$ cat config.mk
export PLATFORM = sky130hd
export DESIGN_NAME = addr_term
export DESIGN_NICKNAME = d
export VERILOG_FILES = /design/src/design/addr_term_pkg.sv /design/src/design/addr_term.sv
export VERILOG_INCLUDE_DIRS = /design/src /design/src/design
export SDC_FILE = /design/constraint.sdc
export NUM_CORES = 1
export LEC_CHECK = 0
export BUFFER_PORTS_ARGS = -buffer_cell sky130_fd_sc_hd__buf_2
export CAP_MARGIN = 20
export CELL_PAD_IN_SITES_DETAIL_PLACEMENT = 0
export CELL_PAD_IN_SITES_GLOBAL_PLACEMENT = 1
export CORE_UTILIZATION = 38
export DETAILED_ROUTE_END_ITERATION = 8
export HOLD_SLACK_MARGIN = 0.12
export PLACE_DENSITY = 0.93
export SETUP_SLACK_MARGIN = 0.4
export SLEW_MARGIN = 5
export SYNTH_ARGS = -nofsm -noshare
export SYNTH_HDL_FRONTEND = slang
export SYNTH_SLANG_ARGS = --single-unit
$ cat constraint.sdc
create_clock -name clk_sys -period 3.3 [get_ports clk_sys]
set_input_delay 0.165 -clock clk_sys [delete_from_list [all_inputs] [get_ports clk_sys]]
set_output_delay 0.165 -clock clk_sys [all_outputs]
set_load 0.02 [all_outputs]
$ cat src/design/addr_term_regs.svh
// Register offsets, field positions, reset values and widths for the
// processor-bus address termination block.
// Assumes one bus clock and a byte-addressed plain register port.
`ifndef ADDR_TERM_REGS_SVH
`define ADDR_TERM_REGS_SVH

`define ATR_OFS_CFG1 8'h00
`define ATR_OFS_CFG2 8'h04
`define ATR_OFS_STAT 8'h08

`define ATR_CFG1_LOOP 0

`define ATR_WS_W 4
`define ATR_CFG2_APH 0
`define ATR_CFG2_L2D 4
`define ATR_CFG2_SNW 8

`define ATR_APH_RST 4'h1
`define ATR_L2D_RST 4'h1
`define ATR_SNW_RST 4'h1
`define ATR_LOOP_RST 1'b0

`define ATR_WORD_BYTES 4'h4
`define ATR_LANES 8

`endif

$ cat src/design/addr_term_pkg.sv
// Types shared by the address termination block: state encoding,
// request carrier and the packed state record.
// Assumes addr_term_regs.svh is included before use.
`include "addr_term_regs.svh"

package addr_term_pkg;

	typedef enum logic [2:0] {
		ST_IDLE = 3'h0,
		ST_DTS = 3'h1,
		ST_WAIT = 3'h3,
		ST_ACK = 3'h2,
		ST_WIN = 3'h6,
		ST_GAP = 3'h7,
		ST_EXT = 3'h5
	} state_t;

	typedef struct packed {
		logic valid;
		logic [31:0] addr;
		logic [2:0] size;
	} xfer_req_t;

	typedef struct packed {
		state_t st;
		logic [3:0] cnt;
		logic own;
		logic glob;
		logic rtyd;
		logic ack_n;
		logic ack_oe;
		logic rty_n;
		logic rty_oe;
		logic start_n;
		logic start_oe;
		logic [31:0] a_addr;
		logic [2:0] a_size;
		logic sec;
		logic [31:0] s_addr;
		logic [2:0] s_size;
		logic loop;
		logic [3:0] aph;
		logic [3:0] l2d;
		logic [3:0] snw;
		logic [31:0] rdata;
		logic grant;
		logic done;
		logic dretried;
		logic ready;
		logic [0:7] lanes;
		logic [0:63] dout;
		logic [0:63] din;
	} state_rec_t;

endpackage : addr_term_pkg

$ cat src/design/addr_term.sv
// Processor-bus address tenure termination: byte lanes, misaligned
// splitting, addr_ack timing, retry window, re-snoop and grant.
// Assumes all bus pins are on clk_sys; pins are split in/out/enable.
`timescale 1ns/1ns
`include "addr_term_regs.svh"

// Functional notes
// - Unused lanes ignored on read, zero on write
// - Lane 0 data_high 0-7, lane 7 data_low 24-31
// - Misaligned inside one word: single transfer
// - Word-crossing access becomes two transfers, except size 0 (eight bytes): one transfer
// - Tenure ends at addr_ack; next clock retry window
// - Drive addr_ack unless cache controller claims tenure
// - addr_ack stays released until needed
// - Own tenures: only others give snoop response
// - Re-snoop retried tenure per repeat_snoop_sel, snoop push
// - Retry on castout, buffer collision, busy host bus
// - Retry from after start to clock after addr_ack
// - Grant address bus to requesting snoop-hit processor
// - One-level pipeline: ack waits for data tenure end
// - Processor ack withheld while retry still possible
// - Processor ack after cache_claim_delay and addr_phase_wait
// - addr_phase_wait is a minimum wait count
// - snoop_wait is minimum wait before valid snoop
// - Own tenures wait snoop_wait plus pipeline state
module addr_term (
	input wire logic clk_sys,
	input wire logic arst_n,
	input wire logic [7:0] reg_addr,
	input wire logic [31:0] reg_wdata,
	input wire logic reg_wr,
	input wire logic reg_rd,
	output logic [31:0] reg_rdata,
	input wire logic transfer_start_n,
	input wire logic [31:0] bus_addr,
	input wire logic [2:0] transfer_size,
	input wire logic global_n,
	input wire logic l2_claim,
	input wire logic bus_request_n,
	input wire logic addr_ack_in,
	output logic addr_ack_out,
	output logic addr_ack_oe,
	input wire logic addr_retry_in,
	output logic addr_retry_out,
	output logic addr_retry_oe,
	output logic start_out_n,
	output logic start_oe,
	output logic [31:0] addr_out,
	output logic [2:0] size_out,
	input wire logic castout,
	input wire logic buf_collision,
	input wire logic host_busy,
	input wire logic retry_possible,
	input wire logic data_busy,
	input wire addr_term_pkg::xfer_req_t dreq,
	output logic dreq_ready,
	output logic dreq_done,
	output logic dreq_retried,
	output logic proc_grant,
	output logic [0:7] lane_mask,
	input wire logic [0:63] wdata,
	output logic [0:31] data_high_out,
	output logic [0:31] data_low_out,
	input wire logic [0:31] data_high_in,
	input wire logic [0:31] data_low_in,
	output logic [0:63] rdata_out
);

	addr_term_pkg::state_rec_t r;
	addr_term_pkg::state_rec_t next_r;
	logic [0:7] lane_sel;
	logic [0:63] w_bytes;
	logic [0:63] r_bytes;
	logic [3:0] len;
	logic [3:0] off;
	logic [3:0] first_len;
	logic [3:0] proc_tgt;
	logic cause;

	// Lane i covers bytes off..off+len-1 of the double word
	function automatic logic [0:7] lanes_of(input logic [2:0] a, input logic [2:0] sz);
		logic [3:0] n;
		logic [3:0] o;
		logic [0:7] m;
		n = (sz == 3'h0) ? 4'h8 : {1'b0, sz};
		o = {1'b0, a};
		m = 8'h00;
		for (int i = 0; i < `ATR_LANES; i++) begin
			m[i] = (4'(i) >= o) && (4'(i) < o + n);
		end
		return m;
	endfunction : lanes_of

	assign lane_sel = r.lanes;

	generate
		for (genvar g = 0; g < `ATR_LANES; g++) begin : g_lane
			// Lanes outside the operand carry zeros rather than stale data
			assign w_bytes[8*g +: 8] = lane_sel[g] ? wdata[8*g +: 8] : 8'h00;
			if (g < 4) begin : g_hi
				assign r_bytes[8*g +: 8] = lane_sel[g] ? data_high_in[8*g +: 8] : 8'h00;
			end else begin : g_lo
				assign r_bytes[8*g +: 8] = lane_sel[g] ? data_low_in[8*(g-4) +: 8] : 8'h00;
			end
		end
	endgenerate

	always_comb begin
		off = {2'b00, dreq.addr[1:0]};
		len = (dreq.size == 3'h0) ? 4'h8 : {1'b0, dreq.size};
		first_len = `ATR_WORD_BYTES - off;
		proc_tgt = (r.aph > r.l2d) ? r.aph : r.l2d;
		cause = (castout | buf_collision | host_busy) & ~r.own & r.glob;
		next_r = r;
		next_r.grant = 1'b0;
		next_r.done = 1'b0;
		next_r.start_n = 1'b1;
		next_r.start_oe = 1'b0;
		next_r.rdata = 32'h0000_0000;
		next_r.dout = w_bytes;
		next_r.din = r_bytes;

		if (reg_wr) begin
			if (reg_addr == `ATR_OFS_CFG1) begin
				next_r.loop = reg_wdata[`ATR_CFG1_LOOP];
			end else if (reg_addr == `ATR_OFS_CFG2) begin
				next_r.aph = reg_wdata[`ATR_CFG2_APH +: `ATR_WS_W];
				next_r.l2d = reg_wdata[`ATR_CFG2_L2D +: `ATR_WS_W];
				next_r.snw = reg_wdata[`ATR_CFG2_SNW +: `ATR_WS_W];
			end
		end
		if (reg_rd) begin
			if (reg_addr == `ATR_OFS_CFG1) begin
				next_r.rdata[`ATR_CFG1_LOOP] = r.loop;
			end else if (reg_addr == `ATR_OFS_CFG2) begin
				next_r.rdata[`ATR_CFG2_APH +: `ATR_WS_W] = r.aph;
				next_r.rdata[`ATR_CFG2_L2D +: `ATR_WS_W] = r.l2d;
				next_r.rdata[`ATR_CFG2_SNW +: `ATR_WS_W] = r.snw;
			end else if (reg_addr == `ATR_OFS_STAT) begin
				next_r.rdata = {20'h00000, r.cnt, r.sec, r.rtyd, r.own, r.st, r.glob, r.dretried};
			end
		end

		// Device drives retry only while the tenure can still be retried
		if ((r.st == addr_term_pkg::ST_WAIT) || (r.st == addr_term_pkg::ST_ACK)) begin
			next_r.rty_n = ~cause;
			next_r.rty_oe = cause;
		end else begin
			next_r.rty_n = 1'b1;
			next_r.rty_oe = 1'b0;
		end

		case (r.st)
			addr_term_pkg::ST_IDLE: begin
				next_r.ack_oe = 1'b0;
				next_r.ack_n = 1'b1;
				next_r.rtyd = 1'b0;
				next_r.cnt = 4'h0;
				if (!transfer_start_n) begin
					next_r.own = 1'b0;
					next_r.glob = ~global_n;
					next_r.a_addr = bus_addr;
					next_r.a_size = transfer_size;
					next_r.lanes = lanes_of(bus_addr[2:0], transfer_size);
					next_r.ready = 1'b0;
					next_r.st = addr_term_pkg::ST_WAIT;
				end else if (r.sec || (dreq.valid && r.ready)) begin
					next_r.own = 1'b1;
					next_r.glob = 1'b1;
					next_r.ready = 1'b0;
					if (!r.sec) begin
						next_r.a_addr = dreq.addr;
						next_r.a_size = dreq.size;
						if (dreq.size != 3'h0 && off + len > `ATR_WORD_BYTES) begin
							next_r.a_size = first_len[2:0];
							next_r.sec = 1'b1;
							next_r.s_addr = {dreq.addr[31:2] + 30'h1, 2'b00};
							next_r.s_size = 3'(len - first_len);
						end else begin
							next_r.sec = 1'b0;
						end
					end
					next_r.st = addr_term_pkg::ST_DTS;
				end
			end
			addr_term_pkg::ST_DTS: begin
				next_r.start_n = 1'b0;
				next_r.start_oe = 1'b1;
				next_r.lanes = lanes_of(r.a_addr[2:0], r.a_size);
				next_r.st = addr_term_pkg::ST_WAIT;
			end
			addr_term_pkg::ST_WAIT: begin
				next_r.cnt = (r.cnt == 4'hf) ? r.cnt : r.cnt + 4'h1;
				if (!r.own && (r.cnt == r.l2d) && l2_claim) begin
					next_r.st = addr_term_pkg::ST_EXT;
				end else if (r.own) begin
					if ((r.cnt >= r.snw) && !data_busy) begin
						next_r.ack_n = 1'b0;
						next_r.ack_oe = 1'b1;
						next_r.st = addr_term_pkg::ST_ACK;
					end
				end else if ((r.cnt >= proc_tgt) && !data_busy && !retry_possible) begin
					next_r.ack_n = 1'b0;
					next_r.ack_oe = 1'b1;
					next_r.st = addr_term_pkg::ST_ACK;
				end
			end
			addr_term_pkg::ST_EXT: begin
				// Controller owns addr_ack and negates it itself
				if (!addr_ack_in) begin
					next_r.st = addr_term_pkg::ST_WIN;
				end
			end
			addr_term_pkg::ST_ACK: begin
				// One negated clock before release precharges the line
				next_r.ack_n = 1'b1;
				next_r.st = addr_term_pkg::ST_WIN;
			end
			addr_term_pkg::ST_WIN: begin
				next_r.ack_oe = 1'b0;
				next_r.rtyd = ~addr_retry_in;
				next_r.st = addr_term_pkg::ST_GAP;
			end
			addr_term_pkg::ST_GAP: begin
				next_r.st = addr_term_pkg::ST_IDLE;
				if (r.rtyd && !bus_request_n && !r.own) begin
					next_r.grant = 1'b1;
				end
				if (r.own) begin
					if (r.rtyd && (r.loop || bus_request_n)) begin
						next_r.st = addr_term_pkg::ST_DTS;
						next_r.cnt = 4'h0;
					end else if (r.rtyd) begin
						next_r.done = 1'b1;
						next_r.dretried = 1'b1;
						next_r.sec = 1'b0;
						next_r.ready = 1'b1;
					end else if (r.sec) begin
						next_r.a_addr = r.s_addr;
						next_r.a_size = r.s_size;
						next_r.sec = 1'b0;
						next_r.st = addr_term_pkg::ST_DTS;
						next_r.cnt = 4'h0;
					end else begin
						next_r.done = 1'b1;
						next_r.dretried = 1'b0;
						next_r.ready = 1'b1;
					end
				end else begin
					next_r.ready = ~r.sec;
				end
			end
			default: begin
				next_r.st = addr_term_pkg::ST_IDLE;
			end
		endcase
	end

	always_ff @(posedge clk_sys or negedge arst_n) begin
		if (!arst_n) begin
			r <= '0;
			r.st <= addr_term_pkg::ST_IDLE;
			r.ack_n <= 1'b1;
			r.rty_n <= 1'b1;
			r.start_n <= 1'b1;
			r.ready <= 1'b1;
			r.loop <= `ATR_LOOP_RST;
			r.aph <= `ATR_APH_RST;
			r.l2d <= `ATR_L2D_RST;
			r.snw <= `ATR_SNW_RST;
		end else begin
			r <= next_r;
		end
	end

	assign reg_rdata = r.rdata;
	assign addr_ack_out = r.ack_n;
	assign addr_ack_oe = r.ack_oe;
	assign addr_retry_out = r.rty_n;
	assign addr_retry_oe = r.rty_oe;
	assign start_out_n = r.start_n;
	assign start_oe = r.start_oe;
	assign addr_out = r.a_addr;
	assign size_out = r.a_size;
	assign dreq_ready = r.ready;
	assign dreq_done = r.done;
	assign dreq_retried = r.dretried;
	assign proc_grant = r.grant;
	assign lane_mask = r.lanes;
	assign data_high_out = r.dout[0:31];
	assign data_low_out = r.dout[32:63];
	assign rdata_out = r.din;

endmodule : addr_term

==> reports/results.tsv, run 1 <==
metric	value	unit
run_status	finished, final reports clean	
synth-edff-count	0	
drv_slew	0	
worst_hold_path_type	primary input to flop	
leakagePower	8.76	nW
type_of_origin_of_the_critical_path	flop	
maxClockFrequency	0.340	GHz
area_taken_by_multi_input_logic_gates	0.00462	mm²
setup_tns	0	ns
hold_viol	0	
setup_violators_final	0	
peakVddDrop	0.373	mV
muxShareOfSynthArea	5.20	%
wl_per_cell	17.7	µm
nNetsFinal	1941	
cts_buf_count	28	
gp_routability_congestion	0.887	
core	0.0326	mm²
maxCapViolCount	0	
seqCellArea	0.00627	mm²
ant_nets	0	
grt_start_max_net_pins	110	
synthAdderAreaFrac	3.01	%
die_width	184	µm
mappedNetlistArea	0.0126	mm²
antenna_found_initial	1	
synth.largest_area_cell	dfrtp_1	
firstDrtPassIters	5	
ys_dominant_reg_cell	dfrtp_1	
vias	10400	
setup_ws	0.361	ns
initial_utilization	38.7	%
postSynthCellCount	1173	
slew_headroom	42.9	%
io_pins	467	
numClockSinks	250	
timing.critical_path.to_type	flop	
cp_max_fo	2	
whs	0.122	ns
grt_first_pass_wirelength	56.1	mm
via_density	4.88	
design_power_total	12.1	mW
postLayoutCellArea	0.0173	mm²
cts_tree	yes	
final_layout_size_suffix_gt1_share	33.9	%
place.port_buffers	426	
transition_time_at_the_pin_with_the_least_slew_margin	0.852	ns
area.growth.synth_to_final	36.9	%
clk_pin_slew_worst_paths	0.06	ns
overflow	0	
post_synth_xor_area_fraction	2.50	%
detailed_place.area	0.0138	mm²
skew	0.0236	ns
yosysTopAreaCellShare	48.2	%
synth_seq_cells	250	
fp.dieH	184	µm
power.density_cell_area	702	mW/mm²
yosys.area_share.simple	14.1	%
setup_repair_after_global_routing_missed_its_margin	true	
synth_compound_area_share	10.6	%
hpwl	24.6	mm
post-place-ws	0.252	ns
fill_cell_instance_count_of_the_final_layout	2734	
post_synth.cell_area_avg	10.8	µm²
htree_num_levels	1	
floorplan.rows	66	
synth_top_cells_by_area	dfrtp_1 48%, buf_4 12%, and2_1 6.6%, o21ai_0 3.5%, mux2_4 2.9%	
remaining_drc_errors	0	
finalCritPeriodShare	89.1	%
asyncSetResetFlopFracSynth	100	%
combinational_family_with_the_most_area_after_synthesis	buffers and inverters	
ctsLongestPathBuffers	3	
vias_in_the_first_global_route	10500	
crit_required	3.80	ns
yosysSeqAreaShare	49.6	%
die_area	0.0339	mm²
critical_path_class	flop to flop	
clk-insertion-delay-late	0.56	ns
synth_cell_types	62	
cts.root.buffer_cell	clkbuf_16	
route.final.wire_length	37.5	mm
detailedRoute.firstIterationViolations	510	
groute.usage.overall	21.1	%
worst_ep_arrival_time	3.44	ns
ys.warnings.count	0	
finalCriticalPeriod	2.94	ns
critical path: stages, from the launching register on:
cell	delay [ns]
dfrtp_1	0.40
inv_2	0.09
ha_4	0.20
nor2b_4	0.12
o21a_1	0.16
o21a_1	0.18
o21ai_2	0.17
buf_6	0.13
mux2i_2	0.21
ha_1	0.27
a211o_1	0.31
a31oi_2	0.19
o22ai_2	0.12
o21ai_1	0.14
a311o_1	0.17
final timing paths:
path	to	depth (start not counted)	start	slack, ns
max reg2reg	r[269]	14	r[177]	0.36
max	r[269]	14	r[177]	0.36
max in group asynchronous	r[176]	3	arst_n	2.17
min	addr_out[8]	4	bus_addr[8]	0.12
min in group asynchronous	rdata_out[23]	2	arst_n	0.27
min reg2reg	addr_out[5]	2	addr_out[5]	0.47
cell type report:
cell class,instances,share of cell area (%)
repair buffers,691,27.6
flip-flops and latches,250,36.3
clock buffers,40,4.61
well taps,442,3.20
clock inverters,11,0.920
diodes,1,0.0145
inverters,29,0.630
multi-input cells,659,26.8
cells by family after synthesis:
group / count (synthesis)
AO/OA/AOI/OAI: 204
buffers and inverters: 283
other: 1
multiplexers: 51
XOR/XNOR: 36
adder cells (fa/ha/maj): 28
AND/OR/NAND/NOR: 320
flip-flops: 250
report_power, final:
| part | internal [mW] | leakage, nW | switching [mW] | total (mW) |
|---|---|---|---|---|
| clock network | 1.92 | 0.451 | 1.29 | 3.20 |
| registers | 3.87 | 3.28 | 0.668 | 4.54 |
| logic | 1.78 | 5.02 | 2.60 | 4.38 |
synth_stat cells (7+ instances only):
master / number
nand3_1: 20
nand2_1: 68
nor3_1: 11
dfstp_2: 7
xnor2_1: 32
a221o_1: 30
mux2_4: 24
a21oi_1: 20
nand4_1: 12
dfrtp_1: 243
a31oi_1: 7
buf_4: 204
o21ai_0: 88
mux2_2: 20
clkbuf_1: 38
nor2_1: 29
a22oi_1: 14
and3_1: 12
ha_1: 24
inv_1: 29
o21a_1: 7
mux2i_1: 7
buf_2: 7
and2_1: 133
flip-flops by register name (all words and copies together) (netlist names):
name            cells
addr_ack_oe         1
addr_ack_out        1
addr_out           32
addr_retry_oe       1
addr_retry_out      1
data_high_out      32
data_low_out       32
dreq_done           1
dreq_ready          1
dreq_retried        1
lane_mask           8
proc_grant          1
r                  57
rdata_out          64
reg_rdata          12
size_out            3
start_oe            1
start_out_n         1
layer usage:
| metal | share of wire (%) | GRT usage [%] | vias up | routed length [µm] |
|---|---|---|---|---|
| li1 | - | - | 4745 | - |
| met1 | 39 | 24.7 | 5072 | 14600 |
| met2 | 51 | 37.5 | 440 | 18900 |
| met3 | 6.8 | 4.47 | 111 | 2550 |
| met4 | 3.7 | 8.27 | 0 | 1390 |
| met5 | 0 | 0 | - | 0 |
timing repair:
action                     4_1_cts  5_1_grt
setup endpoints to repair        3        4
resized for setup                5       10
pin swaps                        6        5
hold endpoints to repair       332        0
buffers inserted                 3        9
hold buffers                   237        0
through the flow:
| stage | instances | utilization, % |
|---|---|---|
| 2_1_floorplan | 1192 | - |
| 3_3_place_gp | 1822 | 42.3 |
| 3_5_place_dp | 1822 | 42.3 |
| 4_1_cts | 2113 | 52.6 |
| 5_1_grt | 2123 | 53.0 |
| 6_report | 2123 | 53.0 |
cells in the final DEF, fill, tap and decap left out, drive strengths merged, types with 5 or more instances in the layout:
cell type,netlist,layout
nand3,20,20
and3,12,12
o21ai,90,90
a221o,30,30
o21a,7,7
and4,5,5
a31oi,7,7
mux2,44,44
mux2i,7,7
dlygate4sd3,0,237
a211oi,6,6
dfrtp,243,243
nand2,68,68
buf,216,454
nor2,30,30
nand4,12,12
ha,24,24
xnor2,32,32
dfstp,7,7
inv,29,29
nor2b,6,6
conb,1,20
a21oi,20,20
a22oi,14,14
clkbuf,38,40
nor3,12,12
and2,134,134
Note: power is estimated with default switching activity, not from simulation.
==> run 2: changes to the inputs <==
--- a/config.mk
+++ b/config.mk
@@ -14,7 +14,7 @@
 export DETAILED_ROUTE_END_ITERATION = 8
 export HOLD_SLACK_MARGIN = 0.12
 export PLACE_DENSITY = 0.93
-export SETUP_SLACK_MARGIN = 0.4
+export SETUP_SLACK_MARGIN = 0.15
 export SLEW_MARGIN = 5
 export SYNTH_ARGS = -nofsm -noshare
 export SYNTH_HDL_FRONTEND = slang
==> run 2 against run 1 <==
Effect of this change:
- design area down 0.25%
- global-route usage up 0.47 points
- flip-flop and latch count unchanged
- hold slack better by 0.022 ns
- sequential power about the same
- maximum frequency down 4.2%
==> reports/results.tsv, run 2 (synthesis gave the netlist of run 1 again) <==
metric	value	unit
run_status	finished, final reports clean	
die_width	184	µm
maxCapViolCount	0	
slew_headroom	38.6	%
clk_pin_slew_worst_paths	0.06	ns
io_pins	467	
switching_power	4.56	mW
cts.root.buffer_cell	clkbuf_16	
flip_flop_count_of_the_largest_register_after_layout	64	
core	0.0326	mm²
post-place-ws	0.225	ns
crit_path_cell_trace	inv_2 > ha_1 > nor2b_1 > o21a_1 > o21a_1 > o21ai_2 > buf_6 > mux2i_1 > ha_1 > a211o_1 > a31oi_1 > o22ai_2 > o21ai_1 > a311o_1	
htree_num_levels	1	
hold_viol	0	
power_frac_clock	27.7	%
detailedRoute.firstIterationViolations	404	
cell_internal_power_dissipation	7.72	mW
crit_required	3.78	ns
worst_hold_path.endpoint	addr_ack_oe	
area.growth.synth_to_final	36.5	%
worst_hold_path.num_cells	5	
clk-insertion-delay-late	0.54	ns
firstDrtPassIters	5	
hpwl	25.2	mm
drv_slew	0	
ff2ff_path_depth	14	
grt_first_pass_wirelength	56.6	mm
stdcell_count	2115	
combinationalPowerShare	35.2	%
dpl.cell_count	1821	
critical_path_class	flop to flop	
mostFrequentLayoutCells	425 x buf_2, 243 x dfrtp_1, 236 x dlygate4sd3_1	
most_frequent_standard_cell_in_the_layout_excluding_fill_and_tap_cells	buf_2	
fill_cell_instance_count_of_the_final_layout	2814	
gp_routability_congestion	0.849	
ant_nets	0	
maxClockFrequency	0.326	GHz
sequentialPowerShare	37.1	%
setup_violators_final	0	
ctsLongestPathBuffers	3	
transition_time_at_the_pin_with_the_least_slew_margin	0.915	ns
overflow	0	
crit_path_top_delay_cell	dfrtp_1	
nNetsFinal	1931	
switching_share	37.2	%
worst_path_largest_cell_delay	0.41	ns
finalCriticalPeriod	3.07	ns
min-delay-start	data_busy	
floorplan.rows	66	
final_layout_size_suffix_gt1_share	33.2	%
antenna_found_initial	3	
skew	0.00981	ns
via_density	4.85	
timing.critical_path.to_type	flop	
cts_tree	yes	
postLayoutCellArea	0.0172	mm²
type_of_origin_of_the_critical_path	flop	
worst_r2r_endpoint	r[269]	
detailed_place.area	0.0138	mm²
setup_repair_after_global_routing_missed_its_margin	true	
reg2reg_slack	0.23	ns
fp.dieH	184	µm
leakagePower	8.74	nW
grt_start_max_net_pins	89	
cp_max_fo	3	
remaining_drc_errors	0	
groute.usage.overall	21.6	%
vias	10300	
route.final.wire_length	38.2	mm
die_area	0.0339	mm²
rr_startpoint	r[177]	
worst_ep_arrival_time	3.55	ns
setup_ws	0.232	ns
peakVddDrop	0.421	mV
power.density_cell_area	713	mW/mm²
design_power_total	12.3	mW
numClockSinks	250	
worst_hold_path_type	primary input to flop	
initial_utilization	38.7	%
wl_per_cell	18.1	µm
vias_in_the_first_global_route	10300	
setup_tns	0	ns
finalCritPeriodShare	93.0	%
place.port_buffers	426	
cts_buf_count	29	
[run 2: cell count changes in the layout (fill, tap and decap cells not counted), moves of 2 or more]
| cell | previous run | this run |
|---|---|---|
| bufinv_16 | 3 | 5 |
| buf_4 | 24 | 11 |
| ha_1 | 22 | 24 |
| diode_2 | 1 | 5 |
| clkbuf_1 | 7 | 4 |
| inv_6 | 0 | 2 |
| clkinv_4 | 2 | 0 |
[run 2: critical path, delay by kind of cell (launching register included)]
kind,cells,cell delay (ns)
flip-flops,1,0.41
AO/OA/AOI/OAI,8,1.48
buffers and inverters,2,0.20
multiplexers,1,0.18
adder cells (fa/ha/maj),2,0.58
AND/OR/NAND/NOR,1,0.15
[run 2: worst max-delay path by stage]
stage / end / slack (ns) / start / cells after the start
after floorplan: r[269] / 0.34 / r[177] / 13
after global placement: r[269] / 0.25 / r[177] / 13
after detailed placement: r[269] / 0.23 / r[177] / 13
after CTS: r[269] / 0.20 / r[177] / 13
after global routing: r[269] / 0.11 / r[177] / 14
final: r[269] / 0.23 / r[177] / 14
[run 2: power by group through the flow]
| stage | logic [mW] | clock network, mW | registers, mW |
|---|---|---|---|
| finish | 4.32 | 3.41 | 4.56 |
| global route | 4.71 | 3.61 | 4.68 |
| CTS | 4.25 | 3.49 | 4.56 |
| detailed placement | 3.97 | 0 | 4.60 |
| global placement | 3.88 | 0 | 4.57 |
| floorplan | 3.54 | 0 | 4.29 |
[run 2: layout make-up]
type,count,area (µm²),share of cell area (%)
Inverter,29,109,0.632
Antenna cell,5,12.5,0.0726
Clock buffer,38,810,4.70
Timing Repair Buffer,679,4690,27.2
Clock inverter,12,200,1.16
Multi-Input combinational cell,660,4590,26.7
Tap cell,442,553,3.21
Sequential cell,250,6260,36.4
[run 2: layer usage]
| metal | wire (µm) | global-route usage, % |
|---|---|---|
| met1 | 14700 | 25.0 |
| met2 | 19700 | 39.0 |
| met3 | 2690 | 4.74 |
| met4 | 1140 | 7.50 |
| met5 | 0 | 0 |
[run 2: timing repair]
item,4_1_cts,5_1_grt
setup buffers,0,1
endpoints found under the setup margin,0,4
hold endpoints to repair,469,0
resized for setup,0,8
hold buffers,237,0
[run 2: per-stage QoR]
stage,hold WS (ns),utilization (%)
finish,0.144,52.8
detailed placement,0.0651,42.2
CTS,0.132,52.6
floorplan,-0.131,-
global route,0.198,52.8
global placement,0.0604,42.2
==> run 3: changes to the inputs <==
--- a/config.mk
+++ b/config.mk
@@ -14,6 +14,7 @@
 export DETAILED_ROUTE_END_ITERATION = 8
 export HOLD_SLACK_MARGIN = 0.12
 export PLACE_DENSITY = 0.93
+export REMOVE_ABC_BUFFERS = 1
 export SETUP_SLACK_MARGIN = 0.15
 export SLEW_MARGIN = 5
 export SYNTH_ARGS = -nofsm -noshare
==> run 3 against run 2 <==
Effect of this change:
- wire length grew 0.20%
- combinational power is 0.9% higher
- flip-flop and latch count is the same
- first-iteration DRC count increased by 50%
- via count rose by 1.7%
- count of clock-buffer cells in the layout is 6 lower
- clock skew is 0.0015 ns higher
- worst setup slack better by 0.0025 ns
- total power rose by 0.68%
- design area shrank 0.35%
==> reports/results.tsv, run 3 (synthesis gave the netlist of run 1 again) <==
metric	value	unit
mostFrequentLayoutCells	425 x buf_2, 243 x dfrtp_1, 232 x dlygate4sd3_1	
io_pins	467	
nNetsFinal	1923	
worst_hold_path_type	primary input to flop	
rr_startpoint	r[177]	
fp.dieH	184	µm
cts_tree	yes	
timing.critical_path.to_type	flop	
worst_hold_path.num_cells	4	
cp_max_fo	3	
flip_flop_count_of_the_largest_register_after_layout	64	
maxCapViolCount	0	
setup_violators_final	0	
min-delay-start	bus_addr[12]	
slew_headroom	47.8	%
finalCriticalPeriod	3.07	ns
ant_nets	0	
core	0.0326	mm²
cts.root.buffer_cell	clkbuf_16	
groute.usage.overall	21.8	%
drv_slew	0	
hpwl	25.0	mm
numClockSinks	250	
switching_power	4.62	mW
most_frequent_standard_cell_in_the_layout_excluding_fill_and_tap_cells	buf_2	
htree_num_levels	1	
setup_repair_after_global_routing_missed_its_margin	false	
cts_buf_count	28	
die_area	0.0339	mm²
antenna_found_initial	1	
via_density	4.95	
fill_cell_instance_count_of_the_final_layout	2729	
skew	0.0113	ns
ctsLongestPathBuffers	3	
initial_utilization	38.7	%
maxClockFrequency	0.326	GHz
sequentialPowerShare	36.8	%
transition_time_at_the_pin_with_the_least_slew_margin	0.779	ns
type_of_origin_of_the_critical_path	flop	
worst_path_largest_cell_delay	0.38	ns
reg2reg_slack	0.23	ns
postLayoutCellArea	0.0172	mm²
critical_path_class	flop to flop	
wl_per_cell	18.2	µm
grt_first_pass_wirelength	57.7	mm
gp_routability_congestion	0.886	
area.growth.synth_to_final	36.1	%
worst_hold_path.endpoint	addr_out[12]	
design_power_total	12.4	mW
power.density_cell_area	720	mW/mm²
final_layout_size_suffix_gt1_share	33.4	%
overflow	0	
vias_in_the_first_global_route	10800	
ff2ff_path_depth	14	
peakVddDrop	0.482	mV
floorplan.rows	66	
die_width	184	µm
leakagePower	8.74	nW
detailedRoute.firstIterationViolations	607	
worst_r2r_endpoint	r[269]	
firstDrtPassIters	5	
run_status	finished, final reports clean	
setup_tns	0	ns
clk_pin_slew_worst_paths	0.06	ns
crit_required	3.77	ns
power_frac_clock	28.0	%
worst_ep_arrival_time	3.53	ns
combinationalPowerShare	35.3	%
grt_start_max_net_pins	97	
cell_internal_power_dissipation	7.75	mW
hold_viol	0	
finalCritPeriodShare	92.9	%
crit_path_top_delay_cell	dfrtp_1	
place.port_buffers	426	
route.final.wire_length	38.3	mm
vias	10400	
remaining_drc_errors	0	
clk-insertion-delay-late	0.54	ns
detailed_place.area	0.0138	mm²
switching_share	37.3	%
crit_path_cell_trace	inv_1 > ha_1 > nor2b_1 > o21a_1 > o21a_1 > o21ai_2 > buf_4 > mux2i_1 > ha_1 > a211o_1 > a31oi_2 > o22ai_2 > o21ai_1 > a311o_1	
-- run 3: worst max-delay path: cells and delay by family (launching register included) --
family,cells,cell delay [ns]
AOI/OAI and AO/OA,8,1.45
adders and majority gates,2,0.60
buffers and inverters,2,0.24
DFF,1,0.38
muxes,1,0.19
and+or+nand+nor,1,0.13
-- run 3: layout make-up --
| cell class | count | area (µm²) | area share [%] |
|---|---|---|---|
| Tap cell | 442 | 553 | 3.22 |
| Sequential cell | 250 | 6260 | 36.5 |
| Clock inverter | 20 | 269 | 1.57 |
| Timing Repair Buffer | 673 | 4630 | 26.9 |
| Antenna cell | 1 | 2.50 | 0.0146 |
| Multi-Input combinational cell | 659 | 4580 | 26.7 |
| Inverter | 29 | 109 | 0.634 |
| Clock buffer | 32 | 767 | 4.47 |
-- run 3: power by group through the flow --
stage	clock (mW)	sequential [mW]	combinational [mW]
floorplan	0	5.21	1.65
global placement	0	4.57	3.93
detailed placement	0	4.58	4.01
CTS	3.53	4.54	4.28
global route	3.66	4.66	4.74
finish	3.46	4.55	4.36
-- run 3: how the worst max path moves through the flow --
stage | start | to | slack [ns] | cells after the start
6_report | r[177] | r[269] | 0.23 | 14
5_1_grt | r[177] | r[269] | 0.07 | 14
4_1_cts | r[177] | r[269] | 0.26 | 13
3_5_place_dp | r[177] | r[269] | 0.28 | 13
3_3_place_gp | r[177] | r[269] | 0.29 | 13
2_1_floorplan | r[269] | addr_out[10] | -0.56 | 4
-- run 3: repair_timing --
item                                    CTS  global route
setup buffers                             0             2
hold endpoints to repair                306             0
hold buffers                            232             0
endpoints found under the setup margin    0             2
resized for setup                         0             4
-- run 3: layer usage --
metal	track usage, %	share of wire (%)	up-vias
li1	-	-	4699
met1	24.3	37	5111
met2	41.0	53	530
met3	4.09	7.7	84
met4	7.63	3.1	0
met5	0	0	-
-- run 3: metrics by stage --
stage          worst slack, ns  utilization [%]  std cells  hold slack, ns
5_1_grt                 0.0673             52.6       2106           0.153
3_5_place_dp             0.280             42.2       1819           0.217
4_1_cts                  0.256             52.5       2103           0.121
2_1_floorplan           -0.562                -        938          -0.131
6_report                 0.234             52.6       2106           0.151
3_3_place_gp             0.292             42.2       1819           0.216
